$ cat src/rtl/exec_pkg.sv
// shared constants, types and helpers for the execution unit
// assumes a single 25 MHz core clock and a classic wishbone master
package exec_pkg;

  localparam logic [7:0] ADR_CMD = 8'h00;
  localparam logic [7:0] ADR_W = 8'h04;
  localparam logic [7:0] ADR_STATUS = 8'h08;
  localparam logic [7:0] ADR_DIR_A = 8'h0c;
  localparam logic [7:0] ADR_DIR_B = 8'h10;
  localparam logic [7:0] ADR_DOG = 8'h14;
  localparam logic [7:0] ADR_WAKE = 8'h18;
  localparam int FILE_SEL_BIT = 7;

  localparam int ST_C = 0;
  localparam int ST_HC = 1;
  localparam int ST_Z = 2;
  localparam int ST_POWERDOWN = 3;
  localparam int ST_TIMEOUT = 4;
  localparam int ST_WAKE = 7;

  localparam int CMD_D_BIT = 4;
  localparam int CMD_F_LSB = 8;
  localparam int CMD_K_LSB = 16;

  localparam logic [4:0] DIR_A_IDX = 5'h06;
  localparam logic [4:0] DIR_B_IDX = 5'h07;

  localparam logic [7:0] W_RST = 8'h00;
  localparam logic [7:0] STATUS_RST = 8'h18;
  localparam logic [7:0] DIR_RST = 8'hff;
  localparam logic [7:0] FILE_RST = 8'h00;
  localparam logic [7:0] DOG_CLEAR = 8'h00;
  localparam logic TIMEOUT_ON_SLEEP = 1'b1;
  localparam logic POWERDOWN_ON_SLEEP = 1'b0;

  typedef enum logic [3:0] {
    OP_NONE = 4'h0,
    OP_SLEEP = 4'h1,
    OP_ROT_L = 4'h2,
    OP_ROT_R = 4'h3,
    OP_SUB = 4'h4,
    OP_SWAP = 4'h5,
    OP_DIR_LOAD = 4'h6,
    OP_XOR_F = 4'h7,
    OP_XOR_K = 4'h8
  } op_t;

  typedef enum logic {
    ST_RUN = 1'b0,
    ST_ASLEEP = 1'b1
  } core_state_t;

  typedef struct packed {
    logic cyc;
    logic stb;
    logic we;
    logic [7:0] adr;
    logic [3:0] sel;
    logic [31:0] dat;
  } wb_req_t;

  typedef struct packed {
    logic [7:0] result;
    logic c;
    logic hc;
    logic z;
    logic upd_c;
    logic upd_hc;
    logic upd_z;
    logic has_dest;
  } alu_out_t;

  function automatic logic is_zero(input logic [7:0] v);
    return v == 8'h00;
  endfunction : is_zero

  function automatic logic [31:0] apply_sel(input logic [31:0] old_v,
                                            input logic [31:0] new_v,
                                            input logic [3:0] sel);
    logic [31:0] r;
    r = old_v;
    for (int i = 0; i < 4; i++) begin
      if (sel[i]) begin
        r[8*i +: 8] = new_v[8*i +: 8];
      end
    end
    return r;
  endfunction : apply_sel

endpackage : exec_pkg

$ cat src/rtl/exec_unit.sv
// execution unit for sleep, rotate, subtract, swap, direction load and xor
// assumes a classic wishbone master; a write to the command word executes only while the core runs
//
// Contract
// RQ1 - sleep clears watchdog count and prescaler
// RQ2 - sleep sets timeout bit, clears powerdown bit
// RQ3 - sleep then halts the oscillator
// RQ4 - rotate left through carry, only carry changes
// RQ5 - rotate right through carry, only carry changes
// RQ6 - subtract accumulator from register, update c/dc/z
// RQ7 - destination bit 0 to accumulator, 1 register
// RQ8 - swap nibbles, no flags change
// RQ9 - accumulator loads direction register 6 or 7
// RQ10 - register xor, destination steered, zero only
// RQ11 - literal xor into accumulator, zero only
// RQ12 - zero on zero result; carries mean no borrow
//
// Decided for this implementation: the register offsets and the Wishbone register port.
`timescale 1ns/100ps
`default_nettype none
module exec_unit
  import exec_pkg::*;
#(
  parameter int FILE_DEPTH = 32
) (
  input wire logic sys_clk_in,
  input wire logic rst_n_in,
  input wire wb_req_t wb_in,
  output logic wb_ack_out,
  output logic [31:0] wb_dat_out,
  output logic osc_run_out,
  output logic [7:0] dir_a_out,
  output logic [7:0] dir_b_out
);

  ////////////////////////////////////////////////////////////////////////
  // state

  logic ack_r;
  logic ack_nxt;
  logic [31:0] dat_r;
  logic [31:0] dat_nxt;
  logic [7:0] w_r;
  logic [7:0] w_nxt;
  logic [7:0] status_r;
  logic [7:0] status_nxt;
  logic [7:0] dir_a_r;
  logic [7:0] dir_a_nxt;
  logic [7:0] dir_b_r;
  logic [7:0] dir_b_nxt;
  core_state_t state_r;
  core_state_t state_nxt;
  logic [7:0] file_r [FILE_DEPTH];
  logic file_we;
  logic [4:0] file_idx;
  logic [7:0] file_data;

  logic commit;
  logic exec;
  logic [31:0] cmd;
  op_t cmd_op;
  logic cmd_d;
  logic [4:0] cmd_f;
  logic [7:0] cmd_k;
  logic [7:0] fval;
  alu_out_t alu;
  logic dog_clr;
  logic [7:0] dog_cnt;
  logic [7:0] dog_pre;

  ////////////////////////////////////////////////////////////////////////
  // command decode and datapath

  assign cmd = apply_sel(32'h0000_0000, wb_in.dat, wb_in.sel);
  assign cmd_op = op_t'(cmd[3:0]);
  assign cmd_d = cmd[CMD_D_BIT];
  assign cmd_f = cmd[CMD_F_LSB +: 5];
  assign cmd_k = cmd[CMD_K_LSB +: 8];
  assign fval = file_r[cmd_f];

  // writes land on the edge where the master sees ack, as the bus requires
  assign commit = wb_in.cyc & wb_in.stb & wb_in.we & ack_r;
  // while asleep the core clock is notionally stopped, so commands are dropped
  assign exec = commit && wb_in.adr == ADR_CMD && state_r == ST_RUN;
  assign dog_clr = exec && cmd_op == OP_SLEEP; // RQ1

  exec_alu u_alu (
    .op_in(cmd_op),
    .f_in(fval),
    .w_in(w_r),
    .k_in(cmd_k),
    .c_in(status_r[ST_C]),
    .res_out(alu)
  );

  exec_watchdog #(
    .PRE_W(8),
    .CNT_W(8)
  ) u_dog (
    .sys_clk_in(sys_clk_in),
    .rst_n_in(rst_n_in),
    .clr_in(dog_clr),
    .cnt_out(dog_cnt),
    .pre_out(dog_pre)
  );

  ////////////////////////////////////////////////////////////////////////
  // next values

  always_comb begin
    ack_nxt = wb_in.cyc & wb_in.stb & ~ack_r;
    dat_nxt = dat_r;
    w_nxt = w_r;
    status_nxt = status_r;
    dir_a_nxt = dir_a_r;
    dir_b_nxt = dir_b_r;
    state_nxt = state_r;
    file_we = 1'b0;
    file_idx = wb_in.adr[6:2];
    file_data = 8'(apply_sel({24'h000000, file_r[wb_in.adr[6:2]]},
                             wb_in.dat,
                             wb_in.sel));
    if (ack_nxt) begin
      if (wb_in.adr[FILE_SEL_BIT]) begin
        dat_nxt = {24'h000000, file_r[wb_in.adr[6:2]]};
      end else if (wb_in.adr == ADR_W) begin
        dat_nxt = {24'h000000, w_r};
      end else if (wb_in.adr == ADR_STATUS) begin
        dat_nxt = {24'h000000, status_r};
      end else if (wb_in.adr == ADR_DIR_A) begin
        dat_nxt = {24'h000000, dir_a_r};
      end else if (wb_in.adr == ADR_DIR_B) begin
        dat_nxt = {24'h000000, dir_b_r};
      end else if (wb_in.adr == ADR_DOG) begin
        dat_nxt = {16'h0000, dog_pre, dog_cnt};
      end else if (wb_in.adr == ADR_WAKE) begin
        dat_nxt = {31'h0000_0000, state_r == ST_ASLEEP};
      end else begin
        dat_nxt = 32'h0000_0000;
      end
    end
    if (commit) begin
      if (wb_in.adr[FILE_SEL_BIT]) begin
        file_we = 1'b1;
      end else if (wb_in.adr == ADR_W) begin
        w_nxt = 8'(apply_sel({24'h000000, w_r}, wb_in.dat, wb_in.sel));
      end else if (wb_in.adr == ADR_STATUS) begin
        status_nxt = 8'(apply_sel({24'h000000, status_r}, wb_in.dat,
                                  wb_in.sel));
      end else if (wb_in.adr == ADR_WAKE) begin
        if (wb_in.sel[0] && wb_in.dat[0]) begin
          state_nxt = ST_RUN;
        end
      end
    end
    if (exec) begin
      case (cmd_op)
        OP_SLEEP: begin
          status_nxt[ST_TIMEOUT] = TIMEOUT_ON_SLEEP; // RQ2
          status_nxt[ST_POWERDOWN] = POWERDOWN_ON_SLEEP; // RQ2
          state_nxt = ST_ASLEEP; // RQ3
        end
        OP_DIR_LOAD: begin
          if (cmd_f == DIR_A_IDX) begin
            dir_a_nxt = w_r; // RQ9
          end else if (cmd_f == DIR_B_IDX) begin
            dir_b_nxt = w_r; // RQ9
          end
        end
        default: begin
          if (alu.upd_c) begin
            status_nxt[ST_C] = alu.c;
          end
          if (alu.upd_hc) begin
            status_nxt[ST_HC] = alu.hc;
          end
          if (alu.upd_z) begin
            status_nxt[ST_Z] = alu.z;
          end
          if (alu.has_dest && cmd_d) begin
            file_we = 1'b1; // RQ7
            file_idx = cmd_f;
            file_data = alu.result;
          end else if (alu.has_dest || cmd_op == OP_XOR_K) begin
            w_nxt = alu.result; // RQ7
          end
        end
      endcase
    end
  end

  ////////////////////////////////////////////////////////////////////////
  // registers

  always_ff @(posedge sys_clk_in or negedge rst_n_in) begin
    if (!rst_n_in) begin
      ack_r <= 1'b0;
      dat_r <= 32'h0000_0000;
      w_r <= W_RST;
      status_r <= STATUS_RST;
      dir_a_r <= DIR_RST;
      dir_b_r <= DIR_RST;
      state_r <= ST_RUN;
    end else begin
      ack_r <= ack_nxt;
      dat_r <= dat_nxt;
      w_r <= w_nxt;
      status_r <= status_nxt;
      dir_a_r <= dir_a_nxt;
      dir_b_r <= dir_b_nxt;
      state_r <= state_nxt;
    end
  end

  // no reset on the array keeps it mappable to plain ram
  always_ff @(posedge sys_clk_in) begin
    if (file_we) begin
      file_r[file_idx] <= file_data;
    end
  end

  assign wb_ack_out = ack_r;
  assign wb_dat_out = dat_r;
  assign osc_run_out = state_r == ST_RUN; // RQ3
  assign dir_a_out = dir_a_r;
  assign dir_b_out = dir_b_r;
endmodule : exec_unit
`default_nettype wire

$ cat src/rtl/exec_alu.sv
// combinational datapath for rotate, subtract, swap and exclusive or
// assumes operands are stable for the cycle in which the op commits
`timescale 1ns/100ps
`default_nettype none
module exec_alu
  import exec_pkg::*;
(
  input wire op_t op_in,
  input wire logic [7:0] f_in,
  input wire logic [7:0] w_in,
  input wire logic [7:0] k_in,
  input wire logic c_in,
  output var alu_out_t res_out
);

  logic [8:0] diff;
  logic [4:0] low_diff;

  always_comb begin
    res_out = '0;
    // subtraction as f + ~w + 1, carry out means no borrow
    diff = {1'b0, f_in} + {1'b0, ~w_in} + 9'h001; // RQ6
    low_diff = {1'b0, f_in[3:0]} + {1'b0, ~w_in[3:0]} + 5'h01; // RQ12
    case (op_in)
      OP_ROT_L: begin
        res_out.result = {f_in[6:0], c_in}; // RQ4
        res_out.c = f_in[7];
        res_out.upd_c = 1'b1;
        res_out.has_dest = 1'b1;
      end
      OP_ROT_R: begin
        res_out.result = {c_in, f_in[7:1]}; // RQ5
        res_out.c = f_in[0];
        res_out.upd_c = 1'b1;
        res_out.has_dest = 1'b1;
      end
      OP_SUB: begin
        res_out.result = diff[7:0]; // RQ6
        res_out.c = diff[8]; // RQ12
        res_out.hc = low_diff[4];
        res_out.z = is_zero(diff[7:0]);
        res_out.upd_c = 1'b1;
        res_out.upd_hc = 1'b1;
        res_out.upd_z = 1'b1;
        res_out.has_dest = 1'b1;
      end
      OP_SWAP: begin
        res_out.result = {f_in[3:0], f_in[7:4]}; // RQ8
        res_out.has_dest = 1'b1;
      end
      OP_XOR_F: begin
        res_out.result = w_in ^ f_in; // RQ10
        res_out.z = is_zero(w_in ^ f_in); // RQ12
        res_out.upd_z = 1'b1;
        res_out.has_dest = 1'b1;
      end
      OP_XOR_K: begin
        res_out.result = w_in ^ k_in; // RQ11
        res_out.z = is_zero(w_in ^ k_in);
        res_out.upd_z = 1'b1;
      end
      default: begin
        res_out = '0;
      end
    endcase
  end

endmodule : exec_alu
`default_nettype wire

$ cat src/rtl/exec_watchdog.sv
// watchdog count with its prescaler, both cleared by a pulse
// assumes clr_in is a one-cycle pulse from the core clock domain
`timescale 1ns/100ps
`default_nettype none
module exec_watchdog
  import exec_pkg::*;
#(
  parameter int PRE_W = 8,
  parameter int CNT_W = 8
) (
  input wire logic sys_clk_in,
  input wire logic rst_n_in,
  input wire logic clr_in,
  output logic [CNT_W-1:0] cnt_out,
  output logic [PRE_W-1:0] pre_out
);

  logic [PRE_W-1:0] pre_r;
  logic [PRE_W-1:0] pre_nxt;
  logic [CNT_W-1:0] cnt_r;
  logic [CNT_W-1:0] cnt_nxt;

  always_comb begin
    pre_nxt = pre_r + 1'b1;
    cnt_nxt = cnt_r;
    if (&pre_r) begin
      cnt_nxt = cnt_r + 1'b1;
    end
    // clear wins over counting so the count after the op is exactly zero
    if (clr_in) begin
      pre_nxt = '0; // RQ1
      cnt_nxt = CNT_W'(DOG_CLEAR); // RQ1
    end
  end

  always_ff @(posedge sys_clk_in or negedge rst_n_in) begin
    if (!rst_n_in) begin
      pre_r <= '0;
      cnt_r <= '0;
    end else begin
      pre_r <= pre_nxt;
      cnt_r <= cnt_nxt;
    end
  end

  assign cnt_out = cnt_r;
  assign pre_out = pre_r;

endmodule : exec_watchdog
`default_nettype wire

$ cat config.mk
export PLATFORM = sky130hd
export DESIGN_NAME = exec_unit
export DESIGN_NICKNAME = d
export VERILOG_FILES = /design/src/rtl/exec_pkg.sv /design/src/rtl/exec_unit.sv /design/src/rtl/exec_alu.sv /design/src/rtl/exec_watchdog.sv
export SDC_FILE = /design/constraint.sdc
export NUM_CORES = 1
export LEC_CHECK = 0
export BUFFER_PORTS_ARGS = -buffer_cell sky130_fd_sc_hd__buf_2
export CAP_MARGIN = 20
export CORE_ASPECT_RATIO = 1.25
export CORE_MARGIN = 8
export CORE_UTILIZATION = 55
export DETAILED_ROUTE_END_ITERATION = 8
export PLACE_DENSITY = 0.73
export SLEW_MARGIN = 30
export SYNTH_ARGS = -nofsm -noshare
export SYNTH_HDL_FRONTEND = slang
export SYNTH_SLANG_ARGS = --single-unit
$ cat constraint.sdc
create_clock -name sys_clk_in -period 8.7 [get_ports sys_clk_in]
set_input_delay 1.305 -clock sys_clk_in [delete_from_list [all_inputs] [get_ports sys_clk_in]]
set_output_delay 1.305 -clock sys_clk_in [all_outputs]
set_load 0.05 [all_outputs]
### After elaboration in Yosys (flattened, before gate mapping)

Memory sizes are Yosys's and may differ from the RTL's.
Cells that the tools add are included.
Widths: inputs -> output; s select.

* memories kept: 1
* input port bits: 49
* output and inout port bits: 50
* logic and storage cells: 127
* flip-flop bits (word level): 82
* memory bits (writable): 256

* reduce and logical (&&, ||, !) cells: 19
* eq/ne operators: 16
* bitwise gates (word level): 13
* muxes and demuxes: 62
* $add $sub $neg: 6

Memories
* file_r: depth 32, bits a word 8, rd ports 2, clocked after memory_dff 0, write ports 1, RTL line exec_unit.sv:53 `logic [7:0] file_r [FILE_DEPTH];`

Operators by type and width (number)
* $mux 8: 16
* $mux 16: 6
* $mux 5: 11
* $pmux 8 s6: 1
* $logic_not 8->1: 4
* $eq 8x5->1 const B: 3
* $mux 1: 24
* $add 8x1->8 const B: 2
* $eq 4x3->1 const B: 4
* $eq 8x4->1 const B: 2
* $xor 8x8->8: 2
* $eq 5x3->1 const B: 2
* $add 8x8->9: 1
* $add 9x1->9 const B: 1
* $eq 4x2->1 const B: 2
* $eq 8x3->1 const B: 1
* $not 8->8: 1
* $reduce_and 8->1: 1
* $pmux 1 s3: 2
* $reduce_or 3->1: 2
* $add 4x4->5: 1
* $add 5x1->5 const B: 1
* $logic_and 1x1->1: 5
* $not 1->1: 5
* 13 further kinds: 16

### Depth between registers and ports, before layout

* word-level depth: 10
* gate-level depth with buffers: 18
* depth with buffers taken out: 14

### Hierarchy

A second synthesis with hierarchy kept.

* cells, all modules: 1326
* area total of the unflattened synthesis: 17056.4 µm²

Modules (own cells, without submodules)
* exec_unit: area an instance 15379.8 µm², cells each 1124, times used 1, seq. area each 8961.1 µm²
* exec_alu: area an instance 889.6 µm², cells each 128, times used 1, seq. area each 0.0 µm²
* exec_watchdog: area an instance 787.0 µm², cells each 74, times used 1, seq. area each 400.4 µm²

### Worst setup path after synthesis

OpenSTA, ideal clock, no wires.

* path type: input-to-reg
* start: input wb_in[9] (netlist bit)
* end: memory file_r[0][6] (data pin)
* arrival: 4977 ps
* slack: 3336 ps
* stages: 17
* data required time: 8313 ps
* path buffers: 4
* setup time: 387 ps
* cells stage by stage: buf_6 -> buf_6 -> buf_6 -> buf_4 -> mux4_2 -> nor2_1 -> a211oi_1 -> o32ai_2 -> ha_1 -> fa_1 -> nor2b_1 -> o21ai_0 -> a21oi_1 -> or2_1 -> a211o_1 -> a2111oi_2 -> a22oi_1

* longest elaborated chain between the ends: 8
* elaborated cells between the ends (all ways): 9
* classes of those cells: add/sub (2); mux (5); bitwise (1); memory (1)

RTL lines
* start: declaration: RTL line exec_unit.sv:28 `input wire wb_req_t wb_in,`
* $mux 5 (*): RTL line exec_pkg.sv:83 `if (sel[i]) begin`
* $mem_v2 32x8 (*)
* $add 8x8->9: RTL line exec_alu.sv:22 `diff = {1'b0, f_in} + {1'b0, ~w_in} + 9'h001;`
* $add 9x1->9: RTL line exec_alu.sv:22
* $pmux 8 s6 (*): RTL line exec_alu.sv:24 `case (op_in)`
* $mux 8 (*): RTL line exec_unit.sv:180 `if (alu.has_dest && cmd_d) begin`
* $mux 8 (*): RTL line exec_unit.sv:157 `case (cmd_op)`
* $mux 8 (*): RTL line exec_unit.sv:156 `if (exec) begin`
* via file_data[6]: RTL line exec_unit.sv:56 `logic [7:0] file_data;`
* end: declaration: RTL line exec_unit.sv:53

The timed path passes the listed nets; every way through them passes the cells marked *.

### Worst setup path after layout

* start: input wb_in[8] (netlist bit)
* end: memory file_r[29][6] (data pin)

The elaborated chain is that of the path after synthesis.

==> summary.txt <==
Outcome = finished, final reports clean
Synth Instances = 1300
Worst Skew = 0.0284 ns
Compound-Gate Fraction of Synth Area = 11.6%
FF-to-FF setup slack = 3.52 ns
Setup TNS = 0 ns
Count of different cell masters after synthesis = 88
Worst Path Required = 8.97 ns
Cells along the critical path = buf_4 > buf_4 > and2_1 > mux2_2 > o211ai_1 > a211oi_1 > nor2_1 > inv_1 > ha_1 > nor2b_1 > o21ai_0 > a21oi_1 > or2_1 > a211o_1 > a2111oi_2 > a22oi_2 > buf_4
Hold crit path type = reg -> reg
Wire length per cell = 27.4 microns
Max Transition Viols Final = 0
GP Congestion = 0.968
Tot GR Track Use = 25.6%
Fillers = 2344
CTS tree = done
WL met3 = 4540 microns
Met2 WL = 23100 microns
Synth Area in Simple Gates = 9.91%
I/O pin count = 99
Critical path data arrival time = 6.78 ns
H-tree levels = 1
Rel. slew slack = 30.7%
Cts bufs inserted = 31
Die Wd = 174 microns
Ant. Diodes = 0
Final min period = 6.52 ns
Share of post-route cells with drive strength above 1 = 24.5%
Cell row count = 72
Worst-path cell with the longest stage delay = buf_4
Number of antenna violations at the first check in global routing = 0
Total gr overflow = 0
Clock Path Buffers = 3
Mean Syn Cell Area = 13.2 sq um
Nets = 1394
Placed Instance Area = 17700 sq um
Max VDD drop = 0.000164 V
Largest family of logic cells by synthesized area = multiplexers
Crit-path max FO = 60
Slew @ Worst Pin = 1.03 ns
Xor/xnor share of the synthesized area = 1.37%
Vias in the first global route = 11900
Clock slew at reported path FFs = 0.06 ns
Via-per-instance ratio = 6.74
Post-synth EDFFs = 256
Fin crit share = 74.9%
DRT Pass-1 Iters = 7
Die outline height = 214 microns
Top sig layer = met4
Post-DP HPWL = 33200 microns
Port-buffer cells = 70
Max incr delay on CP = 0.67 ns
Yosys warning count = 0
Pin count of the biggest net entering global routing = 67
Netlist Area Pre-Place = 17200 sq um
Top FF cell, synth = edfxtp_1
Post-route antenna net violation count = 0
Final Setup Violations = 0
First-pass GRT wire length = 73300 microns
Critical path class = in -> reg
Starting Density = 55.7%
RSZ-0062 raised after global routing = no
Die area = 37300 sq um
Area grow syn2layout = 8.98%
Seq/Total Area, Yosys = 54.4%
Routed WL = 48300 microns
Power density cells = 186 nW/um^2
Worst skew pair latency = 0.59 ns
Vias post-DR = 11900
CP Capture Type = flop
Core ar. = 30900 sq um
Root Driver = clkbuf_16
Max-Cap Viols = 0
DRT met1 WL = 18100 microns
Mux contribution to synthesized area = 17.7%
Post-cts sizing count = 0
CP most frequent cell = buf_4
Crit path launch type = input port
Number of remaining DRC errors = 0
Final Hold Viols = 0
Async S/R FF share, synth = 20.5%
# hold bufs at CTS = 0
P_leak = 6.59 nW
DRT iter0 DRCs = 1635
Clock Sinks = 322
Adder-cell share of the synthesized area = 0.988%
Post-Layout Inst Area = 18800 sq um
Yosys reg bits = 322
FMAX = 153 MHz
Setup bufs post-CTS = 0
==> metrics by stage <==
| step | hold slack, ns | utilization, % | std cells | total power [W] | setup slack (ns) |
|---|---|---|---|---|---|
| 2_1_floorplan | 0.476 | - | 1315 | 0.00201 | 3.34 |
| 3_3_place_gp | 0.461 | 57.3 | 1705 | 0.00213 | 1.84 |
| 3_5_place_dp | 0.470 | 57.3 | 1705 | 0.00214 | 1.82 |
| 4_1_cts | 0.483 | 60.7 | 1762 | 0.00349 | 2.39 |
| 5_1_grt | 0.522 | 60.7 | 1763 | 0.00358 | 2.05 |
| 6_report | 0.480 | 60.7 | 1763 | 0.00349 | 2.18 |
==> logic make-up after synthesis <==
kind of cell    count (synthesis)
flops                         322
fa+ha+maj                      13
other cells                     1
buf+inv                       124
xor+xnor                       27
simple gates                  336
mux                           191
compound gates                286
==> worst paths after layout <==
kind | startpoint | to | depth (start not counted)
max | wb_in[8] | file_r[29][6]$_DFFE_PP_ | 17
min | wb_dat_out[3]$_DFFE_PN0P_ | wb_dat_out[3]$_DFFE_PN0P_ | 2
max reg2reg | file_r[9][0]$_DFFE_PP_ | file_r[29][6]$_DFFE_PP_ | 14
min reg2reg | wb_dat_out[3]$_DFFE_PN0P_ | wb_dat_out[3]$_DFFE_PN0P_ | 2
max in group asynchronous | rst_n_in | u_dog.pre_out[6]$_DFF_PN0_ | 2
min in group asynchronous | rst_n_in | w_r[0]$_DFF_PN0_ | 2
==> flip-flops by register name (all words and copies together) (netlist names) <==
name,cells
status_r,8
file_r,256
wb_dat_out,16
wb_ack_out,1
state_r,1
dir_b_out,8
w_r,8
dir_a_out,8
u_dog.cnt_out,8
u_dog.pre_out,8
==> cells in the final DEF (no fill, tap or decap), types with 13 or more instances in the layout <==
master / Yosys / final
a21oi_1: 51 / 48
o221ai_1: 15 / 14
mux4_2: 86 / 86
and3_1: 13 / 13
o22ai_1: 24 / 23
nor3_1: 14 / 14
a211oi_1: 16 / 16
nand2b_1: 20 / 20
o21ai_0: 62 / 62
inv_1: 19 / 19
nand3_1: 26 / 26
dfstp_2: 18 / 18
clkbuf_16: 0 / 32
mux2_2: 50 / 50
xnor2_1: 17 / 17
dfrtp_1: 48 / 48
buf_4: 26 / 21
nor2_1: 97 / 97
conb_1: 1 / 16
mux2i_1: 55 / 54
buf_2: 27 / 66
nor2b_1: 25 / 25
edfxtp_1: 256 / 256
nand2_1: 72 / 72
==> area by class of cell <==
class	count	area, sq um	area share, %
Clock buffer	44	897	4.78
Multi-Input combinational cell	869	7280	38.8
Timing Repair Buffer	88	499	2.66
Sequential cell	322	9360	49.9
Inverter	20	75.1	0.400
Tap cell	407	509	2.71
Clock inverter	13	144	0.767
==> cells in the mapped netlist, drive strengths merged, types with 6 or more instances <==
master / n / area share, %
a31oi: 9 / 0.33
o221ai: 15 / 0.76
xnor2: 17 / 0.86
nand4: 9 / 0.33
a221oi: 9 / 0.53
ha: 12 / 0.87
dfstp: 18 / 2.7
mux2i: 55 / 3.2
nand3: 26 / 0.76
and2: 9 / 0.33
a22oi: 14 / 0.64
o21a: 10 / 0.48
a22o: 9 / 0.46
o32ai: 6 / 0.35
nor3: 15 / 0.46
dfrtp: 48 / 7.0
a211oi: 16 / 0.70
nor3b: 12 / 0.52
a21oi: 51 / 1.5
clkbuf: 33 / 0.73
o22ai: 24 / 0.87
and3: 13 / 0.47
nor2b: 25 / 0.91
nor4: 7 / 0.29
a2111oi: 9 / 0.56
mux2: 50 / 3.3
buf: 71 / 2.8
mux4: 86 / 11
o21ai: 65 / 1.9
nand2: 76 / 1.7
nand2b: 21 / 0.81
o221a: 9 / 0.59
nor2: 98 / 2.2
edfxtp: 256 / 45
inv: 19 / 0.41
xor2: 10 / 0.51
==> power breakdown <==
group / internal, W / leakage (nW) / switching (W)
Clock: 0.000804 / 0.516 / 0.000569
Sequential: 0.00169 / 3.13 / 0.00000548
Combinational: 0.000130 / 2.94 / 0.000288
==> worst max-delay path, delay by kind of cell <==
kind	cells	cell delay, ns
AO/OA/AOI/OAI	7	2.16
buffers and inverters	4	1.54
AND/OR/NAND/NOR	4	1.16
adder cells (fa/ha/maj)	1	0.31
multiplexers	1	0.27
==> metal layers <==
layer	vias up	track usage [%]
met1	5874	31.9
met5	-	0
li1	5146	-
met2	720	42.5
met4	0	12.7
met3	141	5.14
Note: power is estimated with default switching activity, not from simulation.
